`src/shared/hsp_pkg.sv`:
```
// Overview of operation
// Indicator asserted at high speed, negated full
// Indicator polarity set by latched select-hi strap
// Port power enable: one on, zero off
// Combined pin: open-drain enable plus overcurrent sense
// Charge-support strap latched; one enables charging
// Local supply sampled in configuration after reset
// Latched supply held unless dynamic switching enabled
// Switch register resets 0xc1; 0x41 enables dynamic
// Switch register written by host or config memory
// Supply detect in use: nonremovable straps ignored
// Straps latched at power-on and reset release
// Two select straps choose configuration method
// Board drives supply detect: zero bus, one local
// Shared pin output held off until strap latched
package hsp_pkg;
    // ========================================
    // Register map
    localparam logic [15:0] HSP_SWITCH_CTRL_ADDR = 16'h4134;
    localparam logic [7:0] HSP_SWITCH_CTRL_RST = 8'hc1;
    localparam logic [7:0] HSP_SWITCH_CTRL_DYN = 8'h41;
    // ========================================
    // Timing
    localparam int HSP_CLK_MHZ = 125;
    localparam int HSP_CFG_NS = 1000;
    localparam int HSP_CFG_CYCLES = (HSP_CFG_NS * HSP_CLK_MHZ + 999) / 1000;
    typedef enum logic [2:0] {
        HSP_LATCH = 3'b001,
        HSP_CONFIG = 3'b010,
        HSP_RUN = 3'b100
    } hsp_state_t;
endpackage

```
`src/hw/hsp_port_power.sv`:
```
module hsp_port_power
    import hsp_pkg::*;
(
    input wire logic clk,
    input wire logic resetn,
    input wire logic outEnable,
    input wire logic combined,
    input wire logic powerOn,
    input wire logic pinIn,
    output logic pinOut,
    output logic pinOe,
    output logic overcurrentL
);
    logic syncA_reg;
    logic syncB_reg;

    always_ff @(posedge clk or negedge resetn) begin
        if (!resetn) begin
            syncA_reg <= 1'b0;
            syncB_reg <= 1'b0;
        end else begin
            syncA_reg <= pinIn;
            syncB_reg <= syncA_reg;
        end
    end

    always_ff @(posedge clk or negedge resetn) begin
        if (!resetn) begin
            pinOut <= 1'b0;
            pinOe <= 1'b0;
            overcurrentL <= 1'b1;
        end else if (!outEnable) begin
            pinOut <= 1'b0;
            pinOe <= 1'b0;
            overcurrentL <= 1'b1;
        end else if (combined) begin
            // Open-drain: drive low for off, release for on
            pinOut <= 1'b0;
            pinOe <= !powerOn;
            overcurrentL <= powerOn ? syncB_reg : 1'b1;
        end else begin
            pinOut <= powerOn;
            pinOe <= 1'b1;
            overcurrentL <= 1'b1;
        end
    end
endmodule

```
`src/hw/hsp_strap_power.sv`:
```
module hsp_strap_power
    import hsp_pkg::*;
#(
    parameter int NUM_PORTS = 2
) (
    input wire logic clk,
    input wire logic resetn,
    input wire logic externalChipRstL,
    input wire logic highSpeedConnected,
    input wire logic hsIndPinIn,
    input wire logic configSelectLoIn,
    input wire logic localSupplyDetect,
    input wire logic [1:0] nonremovableStraps,
    input wire logic [NUM_PORTS-1:0] portPinIn,
    input wire logic [NUM_PORTS-1:0] portCombinedCfg,
    input wire logic [NUM_PORTS-1:0] portPowerOn,
    input wire logic [1:0] nonremovableCfg,
    input wire logic regWrite,
    input wire logic [15:0] regAddr,
    input wire logic [7:0] regWdata,
    output logic [7:0] regRdata,
    output logic highSpeedIndicator,
    output logic highSpeedIndicatorOe,
    output logic [NUM_PORTS-1:0] portPinOut,
    output logic [NUM_PORTS-1:0] portPinOe,
    output logic [NUM_PORTS-1:0] overcurrentL,
    output logic [NUM_PORTS-1:0] chargeSupport,
    output logic [1:0] configMethod,
    output logic [1:0] nonremovable,
    output logic selfPowered,
    output logic configDone
);
    initial begin
        if (NUM_PORTS < 1 || NUM_PORTS > 8) $error("NUM_PORTS out of range");
    end

    // ========================================
    // Input synchronisers
    logic [3+NUM_PORTS:0] syncA_reg;
    logic [3+NUM_PORTS:0] syncB_reg;
    always_ff @(posedge clk or negedge resetn) begin
        if (!resetn) begin
            syncA_reg <= '0;
            syncB_reg <= '0;
        end else begin
            syncA_reg <= {externalChipRstL, hsIndPinIn, configSelectLoIn,
                          localSupplyDetect, portPinIn};
            syncB_reg <= syncA_reg;
        end
    end
    logic extRstS;
    logic selHiS;
    logic selLoS;
    logic supplyS;
    logic [NUM_PORTS-1:0] portS;
    assign {extRstS, selHiS, selLoS, supplyS, portS} = syncB_reg;

    // Nonremovable straps are pins too, so they get the same two stages
    logic [1:0] nrSyncA_reg;
    logic [1:0] nrSyncB_reg;
    always_ff @(posedge clk or negedge resetn) begin
        if (!resetn) begin
            nrSyncA_reg <= 2'h0;
            nrSyncB_reg <= 2'h0;
        end else begin
            nrSyncA_reg <= nonremovableStraps;
            nrSyncB_reg <= nrSyncA_reg;
        end
    end

    logic extRstPrev_reg;
    always_ff @(posedge clk or negedge resetn) begin
        if (!resetn) extRstPrev_reg <= 1'b0;
        else extRstPrev_reg <= extRstS;
    end
    logic extRise;
    assign extRise = extRstS && !extRstPrev_reg;

    // ========================================
    // Sequencer: latch straps, configure, run
    // Drivers drop one edge after leaving run, then two sync stages
    localparam logic [1:0] LATCH_WAIT = 2'h3;
    hsp_state_t state_reg;
    logic [15:0] cfgCnt_reg;
    logic [1:0] latchCnt_reg;
    always_ff @(posedge clk or negedge resetn) begin
        if (!resetn) begin
            state_reg <= HSP_LATCH;
            cfgCnt_reg <= '0;
            latchCnt_reg <= 2'h0;
        end else if (extRise) begin
            state_reg <= HSP_LATCH;
            latchCnt_reg <= 2'h0;
        end else begin
            case (state_reg)
                HSP_LATCH: begin
                    // Strap pins must show the resistor, not our driver
                    if (latchCnt_reg == LATCH_WAIT) begin
                        state_reg <= HSP_CONFIG;
                        cfgCnt_reg <= '0;
                    end else begin
                        latchCnt_reg <= latchCnt_reg + 2'h1;
                    end
                end
                HSP_CONFIG: begin
                    cfgCnt_reg <= cfgCnt_reg + 16'h0001;
                    if (cfgCnt_reg == 16'(HSP_CFG_CYCLES - 1))
                        state_reg <= HSP_RUN;
                end
                HSP_RUN: state_reg <= HSP_RUN;
                default: begin
                    state_reg <= HSP_LATCH;
                    latchCnt_reg <= 2'h0;
                end
            endcase
        end
    end
    logic latchNow;
    assign latchNow = (state_reg == HSP_LATCH) &&
        (latchCnt_reg == LATCH_WAIT) && !extRise;

    // Supply detect always in use here
    logic supplyUse;
    assign supplyUse = 1'b1;

    // ========================================
    // Strap capture
    logic selHi_reg;
    always_ff @(posedge clk or negedge resetn) begin
        if (!resetn) begin
            selHi_reg <= 1'b0;
            configMethod <= 2'h0;
            chargeSupport <= '0;
            nonremovable <= 2'h0;
        end else if (latchNow) begin
            selHi_reg <= selHiS;
            configMethod <= {selHiS, selLoS};
            chargeSupport <= portS;
            nonremovable <= nrSyncB_reg;
        end else if (state_reg == HSP_RUN && supplyUse) begin
            nonremovable <= nonremovableCfg;
        end
    end

    // ========================================
    // Local supply control register
    logic [7:0] switchCtrl_reg;
    always_ff @(posedge clk or negedge resetn) begin
        if (!resetn) switchCtrl_reg <= HSP_SWITCH_CTRL_RST;
        else if (regWrite && regAddr == HSP_SWITCH_CTRL_ADDR)
            switchCtrl_reg <= regWdata;
    end
    always_ff @(posedge clk or negedge resetn) begin
        if (!resetn) regRdata <= 8'h00;
        else if (regAddr == HSP_SWITCH_CTRL_ADDR) regRdata <= switchCtrl_reg;
        else regRdata <= 8'h00;
    end
    logic dynamic;
    assign dynamic = (switchCtrl_reg == HSP_SWITCH_CTRL_DYN);

    always_ff @(posedge clk or negedge resetn) begin
        if (!resetn) begin
            selfPowered <= 1'b0;
            configDone <= 1'b0;
        end else begin
            configDone <= (state_reg == HSP_RUN);
            if (state_reg == HSP_CONFIG)
                selfPowered <= supplyS;
            else if (state_reg == HSP_RUN && dynamic)
                selfPowered <= supplyS;
        end
    end

    // ========================================
    // High-speed indicator
    always_ff @(posedge clk or negedge resetn) begin
        if (!resetn) begin
            highSpeedIndicator <= 1'b0;
            highSpeedIndicatorOe <= 1'b0;
        end else begin
            highSpeedIndicatorOe <= (state_reg == HSP_RUN);
            highSpeedIndicator <= highSpeedConnected ^ selHi_reg;
        end
    end

    // ========================================
    // Port power pins
    for (genvar i = 0; i < NUM_PORTS; i++) begin : gPort
        hsp_port_power uPort (
            .clk(clk),
            .resetn(resetn),
            .outEnable(state_reg == HSP_RUN),
            .combined(portCombinedCfg[i]),
            .powerOn(portPowerOn[i]),
            .pinIn(portPinIn[i]),
            .pinOut(portPinOut[i]),
            .pinOe(portPinOe[i]),
            .overcurrentL(overcurrentL[i])
        );
    end
endmodule

```
`config.mk`:
```
export PLATFORM = sky130hd
export DESIGN_NAME = hsp_strap_power
export DESIGN_NICKNAME = d
export VERILOG_FILES = /design/src/shared/hsp_pkg.sv /design/src/hw/hsp_port_power.sv /design/src/hw/hsp_strap_power.sv
export SDC_FILE = /design/constraint.sdc
export NUM_CORES = 1
export LEC_CHECK = 0
export ABC_AREA = 0
export BUFFER_PORTS_ARGS = -buffer_cell sky130_fd_sc_hd__buf_2
export CAP_MARGIN = 5
export CELL_PAD_IN_SITES_DETAIL_PLACEMENT = 1
export CELL_PAD_IN_SITES_GLOBAL_PLACEMENT = 1
export CORE_MARGIN = 2
export CORE_UTILIZATION = 40
export DETAILED_ROUTE_END_ITERATION = 8
export GPL_TIMING_DRIVEN = 0
export PLACE_DENSITY = 0.76
export SYNTH_ARGS = -nofsm -noshare
export SYNTH_HDL_FRONTEND = slang
export SYNTH_SLANG_ARGS = --single-unit
```
`constraint.sdc`:
```
create_clock -name clk -period 4.5 [get_ports clk]
set_clock_uncertainty 0.1 [all_clocks]
set_input_delay 0.675 -clock clk [delete_from_list [all_inputs] [get_ports clk]]
set_output_delay 0.675 -clock clk [all_outputs]
set_load 0.01 [all_outputs]
```
==> impl_summary.txt, run 1 <==
----------------------------------------------------
[Outcome]
  Status ... finished clean

[Route]
  Vias post-DR ... between 2000 and 2500
  DR pass1 iterations ... 4
  Remaining antenna violation count ... 0
  Detailed router's first-iteration violation count ... 100
  Detail-routed via count per cell ... ~5
  DRC viols ... 0
  Sum of routed wire length over all layers ... 6.48 mm
  Post-detailed-route wirelength per cell ... 15.5 µm

[Cells and area]
  Ratio of cells with drive above 1 in the final layout ... 36.4%
  Area added between synthesis and finish ... 23.2%
  Ant diodes ... 0
  Fillers ... roughly 770
  Max reg flops ... 16
  Number of nets in the finished design ... 361
  Final core occ ... 51.4%
  Final standard cell count with taps included and fillers excluded ... 417

[Global routing]
  Met2 layer usage reported by global route ... between 30% and 40%
  Met3 GRT Util ... ~4.7%
  GR met1 Demand/Resource ... a little under a quarter
  Initial antenna violation count ... 0
  Maximum number of pins on one net before global-route repair ... 70
  GRT Max-Usage Layer ... met2
  Total congestion overflow after global routing ... 0
  Number of global-route vias before repair ... approximately 2300
  First-pass GRT wire length ... between 10 and 15 mm
  GRT Total Usage ... just under 20%

[Critical path]
  Required arrival time at the worst endpoint ... 4600 ps
  Worst Setup Path Type ... register to register
  Reg-to-Reg Start ... state_reg[0]
  Peak fanout along the critical path ... 10
  Crit end category ... register
  Data arrival time of the critical path ... around 2700 ps
  Worst reg2reg endpoint ... cfgCnt_reg[4]
  Startpoint type of the worst setup path ... register
  Reg-to-reg slack, setup ... about 1900 ps
  Worst R2R Path Depth ... 4

[Place]
  HPWL after detailed placement ... approximately 4.7 mm
  Port Buffer Count ... 65
  Final weighted congestion in routability-driven placement ... 0.802
  Cell count after placement ... ~400

[Clock network]
  Worst-path clk slew ... approximately 70 ps
  Source-to-sink clock delay at the later pin of the worst-skew pair ... between 300 and 400 ps
  Clk buf depth ... 2
  Post-CTS sizing ... 0
  Number of H-tree levels ... 3
  Buffer cell driving the clock tree root ... sky130_fd_sc_hd__clkbuf_8
  TritonCTS clock tree ... yes
  Setup repair bufs after CTS ... 0
  Clock Sinks ... 69
  Post-cts hold buffer count ... 0
  Number of buffers added by the clock tree synthesis step ... 9

[Hold path]
  Hold EP ... syncB_reg[4]
  Hold_sp ... syncA_reg[4]
  Worst hold-check path type ... register to register
  Worst hold path cell count ... 0

[STA]
  RSZ-0062 raised after global routing ... no
  Max-slew violation count ... 0
  Endpoints failing hold ... 0
  Max_slew headroom ... roughly 24%
  Worst-Margin Slew ... around 1100 ps
  Final worst path period share ... between 50 and 60%
  Post-Route Setup TNS ... 0 ps
  Max Freq ... between 0.3 and 0.4 GHz
  Total of endpoints with negative setup slack in the final report ... 0
  Minimum clock period ... ~2600 ps

[Synthesis]
  Dominant synthesized flop cell ... sky130_fd_sc_hd__dfrtp_1
  Most instantiated cells after synthesis ... 63 x sky130_fd_sc_hd__dfrtp_1, 23 x sky130_fd_sc_hd__nand2_1, 14 x sky130_fd_sc_hd__a21oi_1
  Async set-reset flop share out of synthesis ... 100%
  Cell area after technology mapping ... 0.00286 mm²
  Number of enable-type register cells in the synthesized netlist ... 0
  Synth warnings ... 0
  Synth cell types ... between 40 and 50
  Post-Synthesis Net Count ... around 290
  Yosys reg bits ... between 60 and 70
  Top cell type's share of synthesized area ... between 50 and 60%
  Gate count after technology mapping ... 240
  Most area-consuming cells after synthesis ... sky130_fd_sc_hd__dfrtp_1 55%, sky130_fd_sc_hd__dfstp_2 5.5%, sky130_fd_sc_hd__mux2_2 3.9%
  Most frequent cell after synthesis ... sky130_fd_sc_hd__dfrtp_1
  Sequential-to-total area share from yosys stat ... roughly three fifths
  Mean cell area of the mapped netlist ... ~12 µm²
  Cell type with the largest total area after synthesis ... sky130_fd_sc_hd__dfrtp_1

[Floorplanning]
  Die outline area ... 0.00785 mm²
  Number of placed I/O pins ... 66
  Row count ... 30
  Chip Width ... 88.6 µm
  Total core area ... between 0.006 and 0.007 mm²
  Die height ... 88.6 µm
  Initial Util ... between 40% and 50%

[Pwr]
  Power share of the combinational group ... 15.8%
  IR drop worst, VDD ... roughly 170 µV
  Power per standard cell area ... 430 mW/mm²
  Share of total power consumed by net switching ... a little over a quarter
  Fraction of power consumed by sequential logic ... between 40% and 50%
  Internal power ... between 1000 and 1500 µW
  Clk pwr share ... 36.3%
  Leakage power figure ... roughly 0.0017 µW
  Total net switching power ... around 410 µW

[Job]
  Max-cap viol count ... 0

----------------------------------------------------
-- worst max-delay path by stage --
| stage | endpoint | slack (ps) | from | depth (start not counted) |
|---|---|---|---|---|
| final | cfgCnt_reg[4] | 1910 | state_reg[0] | 4 |
| after global routing | cfgCnt_reg[4] | 1710 | state_reg[0] | 4 |
| after CTS | cfgCnt_reg[4] | 1850 | state_reg[0] | 4 |
| after detailed placement | cfgCnt_reg[4] | 1890 | state_reg[0] | 4 |
| after global placement | cfgCnt_reg[2] | 1930 | state_reg[0] | 4 |
| after floorplan | switchCtrl_reg[1] | 2230 | regAddr[1] | 4 |
-- kinds of logic after synthesis --
group                    share of synthesized area (%)
AND/OR/NAND/NOR                                   20.4
flip-flops                                        60.6
AO/OA/AOI/OAI                                     8.34
buffers and inverters                             3.84
multiplexers                                      4.28
XOR/XNOR                                          1.22
adder cells (fa/ha/maj)                           1.31
-- layout by cell type (no fill, tap or decap), types with 2 or more instances in the layout --
cell type / instances
sky130_fd_sc_hd__buf_2: 65
sky130_fd_sc_hd__dfrtp_1: 63
sky130_fd_sc_hd__nand2_1: 23
sky130_fd_sc_hd__a21oi_1: 14
sky130_fd_sc_hd__nand3_1: 11
sky130_fd_sc_hd__o31ai_1: 10
sky130_fd_sc_hd__mux2_2: 10
sky130_fd_sc_hd__clkbuf_8: 10
sky130_fd_sc_hd__or4_1: 9
sky130_fd_sc_hd__buf_4: 9
sky130_fd_sc_hd__and2_2: 8
sky130_fd_sc_hd__clkbuf_1: 8
sky130_fd_sc_hd__o21ai_0: 7
sky130_fd_sc_hd__dfstp_2: 6
sky130_fd_sc_hd__inv_1: 5
sky130_fd_sc_hd__nor2_1: 5
sky130_fd_sc_hd__nand4b_1: 4
sky130_fd_sc_hd__nor3_1: 4
sky130_fd_sc_hd__nand2b_1: 4
sky130_fd_sc_hd__or3_1: 3
sky130_fd_sc_hd__nor3b_1: 3
sky130_fd_sc_hd__nor4_1: 3
sky130_fd_sc_hd__xnor2_1: 3
sky130_fd_sc_hd__ha_1: 3
sky130_fd_sc_hd__or4_4: 2
sky130_fd_sc_hd__nand3b_1: 2
sky130_fd_sc_hd__a22oi_1: 2
sky130_fd_sc_hd__and4_1: 2
sky130_fd_sc_hd__nand4_1: 2
sky130_fd_sc_hd__bufinv_16: 2
-- through the flow --
stage	cell area (µm²)	hold WS [ps]	setup WS [ps]	total power, µW
2_1_floorplan	2860	231	2230	867
3_3_place_gp	3310	232	1930	969
3_5_place_dp	3310	241	1890	983
4_1_cts	3530	255	1850	1540
5_1_grt	3530	259	1710	1610
6_report	3530	251	1910	1520
-- worst max-delay path, cell delays in order, from the launching register on --
cell                       delay (ps)
sky130_fd_sc_hd__dfstp_2          610
sky130_fd_sc_hd__nand3b_1         210
sky130_fd_sc_hd__nor3_1           920
sky130_fd_sc_hd__clkbuf_1         500
sky130_fd_sc_hd__nor2_1           110
-- layer usage --
metal  up-vias  share of wire, %
met3        11               3.9
met5         -                 0
met2        45                52
li1       1007                 -
met4         0               1.2
met1      1059                42
-- layout make-up --
cell class	count	area [µm²]	share of cell area [%]
Sequential cell	69	1730	49.1
Clock buffer	12	145	4.11
Clock inverter	4	72.6	2.06
Buffer	16	91.3	2.59
Multi-Input combinational cell	150	1020	28.9
Inverter	5	18.8	0.532
Tap cell	96	120	3.40
Timing Repair Buffer	65	328	9.29
-- power groups by stage --
stage	registers (µW)	clock network, µW	logic (µW)
after floorplan	742	0	125
after global placement	735	0	234
after detailed placement	739	0	244
after CTS	727	565	246
after global routing	739	594	276
final	727	551	241
No activity file was read; power rests on OpenSTA's default activity.
==> run 2: changes to the inputs <==
- CORE_UTILIZATION: 40 -> 38
- PLACE_DENSITY: 0.76 -> 0.75
- clock period: 4.5 -> 2.3 ns (I/O delays scaled with it)
==> impl_summary.txt, run 2 (synthesized netlist as in run 1, its figures left out) <==
----------------------------------------------------
[Outcome]
  Status ... finished clean

[Place]
  Final weighted congestion in routability-driven placement ... approximately 0.77
  Pre-CTS setup slack ... -262 ps
  Total cell area at the placement stage ... ~0.0033 mm²
  HPWL after detailed placement ... around 4.4 mm
  Cell count after placement ... 404
  Port Buffer Count ... 65

[Critical path]
  Required arrival time at the worst endpoint ... 2410 ps
  Crit end category ... register
  Critical-path cell list ... nand3b_1 > nor3_2 > clkbuf_1 > nor2_1
  Crit path max-delay cell type ... sky130_fd_sc_hd__dfstp_2
  Startpoint type of the worst setup path ... register
  Data arrival time of the critical path ... 2320 ps
  Delay contributed by the slowest stage of the critical path ... 610 ps
  Peak fanout along the critical path ... 10
  Worst Setup Path Type ... register to register

[STA]
  Post-layout worst setup margin ... about 92 ps
  Max Freq ... roughly 0.45 GHz
  Minimum clock period ... roughly 2200 ps
  Worst-Margin Slew ... roughly 850 ps
  Max-slew violation count ... 0
  Endpoints failing hold ... 0
  Max_slew headroom ... 43.4%
  Total of endpoints with negative setup slack in the final report ... 0
  Final worst path period share ... 96.0%
  Smallest hold slack ... roughly 1.1 ps

[Route]
  DR pass1 iterations ... 6
  Detail-routed via count per cell ... about 5.1
  Detailed router's first-iteration violation count ... around 110
  Remaining antenna violation count ... 0
  Vias post-DR ... 2161
  DRC viols ... 0
  Post-detailed-route wirelength per cell ... about 15 µm
  Sum of routed wire length over all layers ... between 6 and 7 mm

[Clock network]
  Number of H-tree levels ... 3
  Clk buf depth ... 2
  Source-to-sink clock delay at the later pin of the worst-skew pair ... 340 ps
  Buffer cell driving the clock tree root ... sky130_fd_sc_hd__clkbuf_8
  Number of buffers added by the clock tree synthesis step ... 9
  Worst-path clk slew ... around 80 ps
  TritonCTS clock tree ... yes
  Setup repair bufs after CTS ... 0
  Clock Sinks ... about 70

[Cells and area]
  Ratio of cells with drive above 1 in the final layout ... between 30% and 40%
  Max reg flops ... 16
  Number of nets in the finished design ... 368
  Area added between synthesis and finish ... 24.9%
  Most frequent cells in the layout ... 65 x sky130_fd_sc_hd__buf_2, 63 x sky130_fd_sc_hd__dfrtp_1, 23 x sky130_fd_sc_hd__nand2_1
  Most common cell after layout, fill and taps aside ... sky130_fd_sc_hd__buf_2
  Final standard cell count with taps included and fillers excluded ... about 430
  Fillers ... 831
  Final design area excluding fillers ... around 0.0036 mm²
  Ant diodes ... 0

[Pwr]
  IR drop worst, VDD ... about 340 µV
  Sum of internal, switching and leakage power ... 2850 µW
  Leakage power figure ... 0.00171 µW
  Power per standard cell area ... around 800 mW/mm²

[Hold path]
  Worst hold-check path type ... primary input to async pin

[Floorplanning]
  Die outline area ... between 0.008 and 0.009 mm²
  Initial Util ... 39.3%
  Row count ... 31
  Number of placed I/O pins ... 66
  Chip Width ... 90.8 µm
  Total core area ... 0.00729 mm²
  Die height ... around 90 µm

[Job]
  Max-cap viol count ... 0

[Global routing]
  Number of global-route vias before repair ... between 2000 and 2500
  GRT Total Usage ... ~17%
  Initial antenna violation count ... 0
  First-pass GRT wire length ... 10.9 mm
  Maximum number of pins on one net before global-route repair ... 70
  Total congestion overflow after global routing ... 0

----------------------------------------------------
## run 2: cell count changes in the layout (fill, tap and decap cells not counted), sizes merged
| cell | before | now |
|---|---|---|
| clkinvlp | 1 | 0 |
| dlygate4sd3 | 0 | 7 |
| bufinv | 2 | 1 |
| clkinv | 1 | 3 |
## run 2: final cells by class
type	count	area [µm²]	area share, %
timing repair buffer	72	398	11.1
clock buffer	12	135	3.78
clock inverter	4	48.8	1.36
multi-input combinational	150	1030	28.7
inverter	5	18.8	0.525
tap	99	124	3.46
sequential	69	1730	48.5
buffer	16	92.6	2.59
## run 2: path summary, 6_finish.rpt
kind                                  startpoint              to  slack [ps]  depth (start not counted)
max in group asynchronous                 resetn  cfgCnt_reg[13]        1540                          1
min in group clk           nonremovableStraps[0]  nrSyncA_reg[0]          20                          1
setup / recovery                    state_reg[0]   cfgCnt_reg[2]          90                          4
setup reg to reg                    state_reg[0]   cfgCnt_reg[2]          90                          4
hold reg to reg                     syncA_reg[2]    syncB_reg[2]         250                          0
hold / removal                            resetn     regRdata[2]           1                          1
## run 2: stage by stage
step,TNS (ps),util (%)
3_3_place_gp,-2040,45.4
6_report,0,49.1
2_1_floorplan,0,-
3_5_place_dp,-2370,45.5
4_1_cts,0,48.5
5_1_grt,-25.1,49.1
## run 2: timing repair
| item | in CTS | in global routing |
|---|---|---|
| hold endpoints to repair | 3 | 4 |
| hold buffers | 3 | 4 |
| endpoints found under the setup margin | 10 | 7 |
| gates resized for setup | 1 | 3 |
## run 2: where the power goes
part | switching [µW] | internal, µW
clock | 448 | 501
sequential | 87.1 | 1330
combinational | 271 | 210
total | 806 | 2040
## run 2: worst max-delay path, delay by kind of cell (launching register included)
family | cells | cell delay, ps
AND/OR/NAND/NOR | 3 | 890
flip-flops | 1 | 610
buffers and inverters | 1 | 470
## run 2: per-layer routing
metal	vias up	part of all wire (%)	GRT usage [%]
li1	1025	-	-
met1	1070	43	20.7
met2	55	52	28.4
met3	11	3.7	5.34
met4	0	1.2	4.55
met5	-	0	0
==> run 3: changes to the inputs <==
- CTS_BUF_LIST: default -> sky130_fd_sc_hd__clkbuf_16
- PLACE_DENSITY: 0.75 -> 0.78
==> impl_summary.txt, run 3 (synthesized netlist as in run 1, its figures left out) <==
----------------------------------------------------
[Critical path]
  Data arrival time of the critical path ... around 2300 ps
  Required arrival time at the worst endpoint ... 2450 ps
  Startpoint type of the worst setup path ... register
  Crit end category ... register
  Peak fanout along the critical path ... 10
  Worst Setup Path Type ... register to register

[Route]
  DR pass1 iterations ... 4
  Remaining antenna violation count ... 0
  Post-detailed-route wirelength per cell ... roughly 16 µm
  Detail-routed via count per cell ... 5.13
  Sum of routed wire length over all layers ... roughly 6.9 mm
  DRC viols ... 0
  Detailed router's first-iteration violation count ... 93
  Vias post-DR ... around 2200

[Cells and area]
  Final core occ ... between 50% and 60%
  Max reg flops ... 16
  Number of nets in the finished design ... 362
  Ratio of cells with drive above 1 in the final layout ... ~38%
  Ant diodes ... 0
  Most common cell after layout, fill and taps aside ... sky130_fd_sc_hd__buf_2
  Final standard cell count with taps included and fillers excluded ... 421
  Area added between synthesis and finish ... 27.8%
  Fillers ... just over 800
  Most frequent cells in the layout ... 66 x sky130_fd_sc_hd__buf_2, 63 x sky130_fd_sc_hd__dfrtp_1, 23 x sky130_fd_sc_hd__nand2_1

[Floorplanning]
  Row count ... 31
  Chip Width ... between 90 and 100 µm
  Number of placed I/O pins ... 66
  Die height ... 90.8 µm
  Die outline area ... roughly 0.0082 mm²
  Total core area ... around 0.0073 mm²
  Initial Util ... approximately 39%

[Clock network]
  Number of H-tree levels ... 3
  Source-to-sink clock delay at the later pin of the worst-skew pair ... ~330 ps
  Number of buffers added by the clock tree synthesis step ... 9
  Worst-path clk slew ... ~50 ps
  Clk buf depth ... 2
  Post-cts hold buffer count ... 0
  Buffer cell driving the clock tree root ... sky130_fd_sc_hd__clkbuf_16
  TritonCTS clock tree ... yes
  Clock Sinks ... between 60 and 70

[STA]
  Max Freq ... between 0.4 and 0.5 GHz
  Total of endpoints with negative setup slack in the final report ... 0
  Post-Route Setup TNS ... 0 ps
  Smallest hold slack ... between 15 and 20 ps
  RSZ-0062 raised after global routing ... no
  Post-layout worst setup margin ... 109 ps
  Max-slew violation count ... 0
  Minimum clock period ... around 2200 ps
  Worst-Margin Slew ... around 850 ps
  Final worst path period share ... 95.3%
  Max_slew headroom ... 43.2%
  Endpoints failing hold ... 0

[Outcome]
  Status ... finished clean

[Place]
  Pre-CTS setup slack ... -341 ps
  Port Buffer Count ... 65
  Cell count after placement ... between 400 and 500
  HPWL after detailed placement ... slightly below 5 mm
  Final weighted congestion in routability-driven placement ... 0.795

[Pwr]
  Share of total power consumed by net switching ... around a quarter
  Fraction of power consumed by sequential logic ... 42.2%
  Total net switching power ... between 900 and 1000 µW
  Power per standard cell area ... 927 mW/mm²
  Leakage power figure ... around 0.0017 µW
  Internal power ... between 2000 and 2500 µW
  IR drop worst, VDD ... approximately 370 µV
  Power share of the combinational group ... about 15%
  Clk pwr share ... ~43%

[Global routing]
  Initial antenna violation count ... 0
  Total congestion overflow after global routing ... 0
  First-pass GRT wire length ... 11.5 mm
  Number of global-route vias before repair ... about 2400
  GRT Total Usage ... around 18%
  Maximum number of pins on one net before global-route repair ... 70

[Job]
  Max-cap viol count ... 0

[Hold path]
  Worst hold-check path type ... primary input to async pin

----------------------------------------------------
run 3: what timing repair did:
action,CTS,global route
setup buffers,0,1
gates resized for setup,1,7
setup endpoints to repair,11,13
run 3: worst max-delay path: stages, from the launching register on:
cell	delay (ps)
sky130_fd_sc_hd__dfrtp_1	390
sky130_fd_sc_hd__ha_1	220
sky130_fd_sc_hd__nand3b_1	250
sky130_fd_sc_hd__a211o_4	450
sky130_fd_sc_hd__or4_1	530
sky130_fd_sc_hd__a21oi_1	160
run 3: layout make-up:
class | count | area, µm² | share of cell area (%)
multi-input combinational | 150 | 1040 | 28.4
sequential | 69 | 1730 | 47.4
buffer | 16 | 92.6 | 2.53
clock buffer | 9 | 225 | 6.15
clock inverter | 7 | 90.1 | 2.46
inverter | 5 | 18.8 | 0.513
tap | 99 | 124 | 3.38
timing repair buffer | 66 | 335 | 9.16
run 3: power groups by stage:
| stage | Clock (µW) | Sequential [µW] | Combinational, µW |
|---|---|---|---|
| 2_1_floorplan | 0 | 1450 | 245 |
| 3_3_place_gp | 0 | 1440 | 452 |
| 3_5_place_dp | 0 | 1450 | 478 |
| 4_1_cts | 1480 | 1430 | 498 |
| 5_1_grt | 1520 | 1450 | 565 |
| 6_report | 1460 | 1430 | 506 |
run 3: metal layers:
metal	GRT usage (%)	share of wire, %	vias up
li1	-	-	1023
met1	21.4	41	1092
met2	31.6	55	33
met3	3.26	2.3	10
met4	7.95	1.9	0
met5	0	0	-
run 3: path summary, 6_finish.rpt:
kind	start	endpoint	slack [ps]	depth (start not counted)
min reg2reg	nrSyncA_reg[0]	nrSyncB_reg[0]	250	0
max	latchCnt_reg[0]	cfgCnt_reg[12]	110	5
max reg2reg	latchCnt_reg[0]	cfgCnt_reg[12]	110	5
min	resetn	switchCtrl_reg[5]	20	1
min in group clk	portPinIn[0]	syncA_reg[0]	20	1
max in group asynchronous	resetn	cfgCnt_reg[12]	1530	1
run 3: metrics by stage:
step | power [µW] | instance area (µm²)
after CTS | 3410 | 3640
after floorplan | 1700 | 2860
after detailed placement | 1930 | 3320
after global routing | 3540 | 3660
after global placement | 1890 | 3310
final | 3390 | 3660
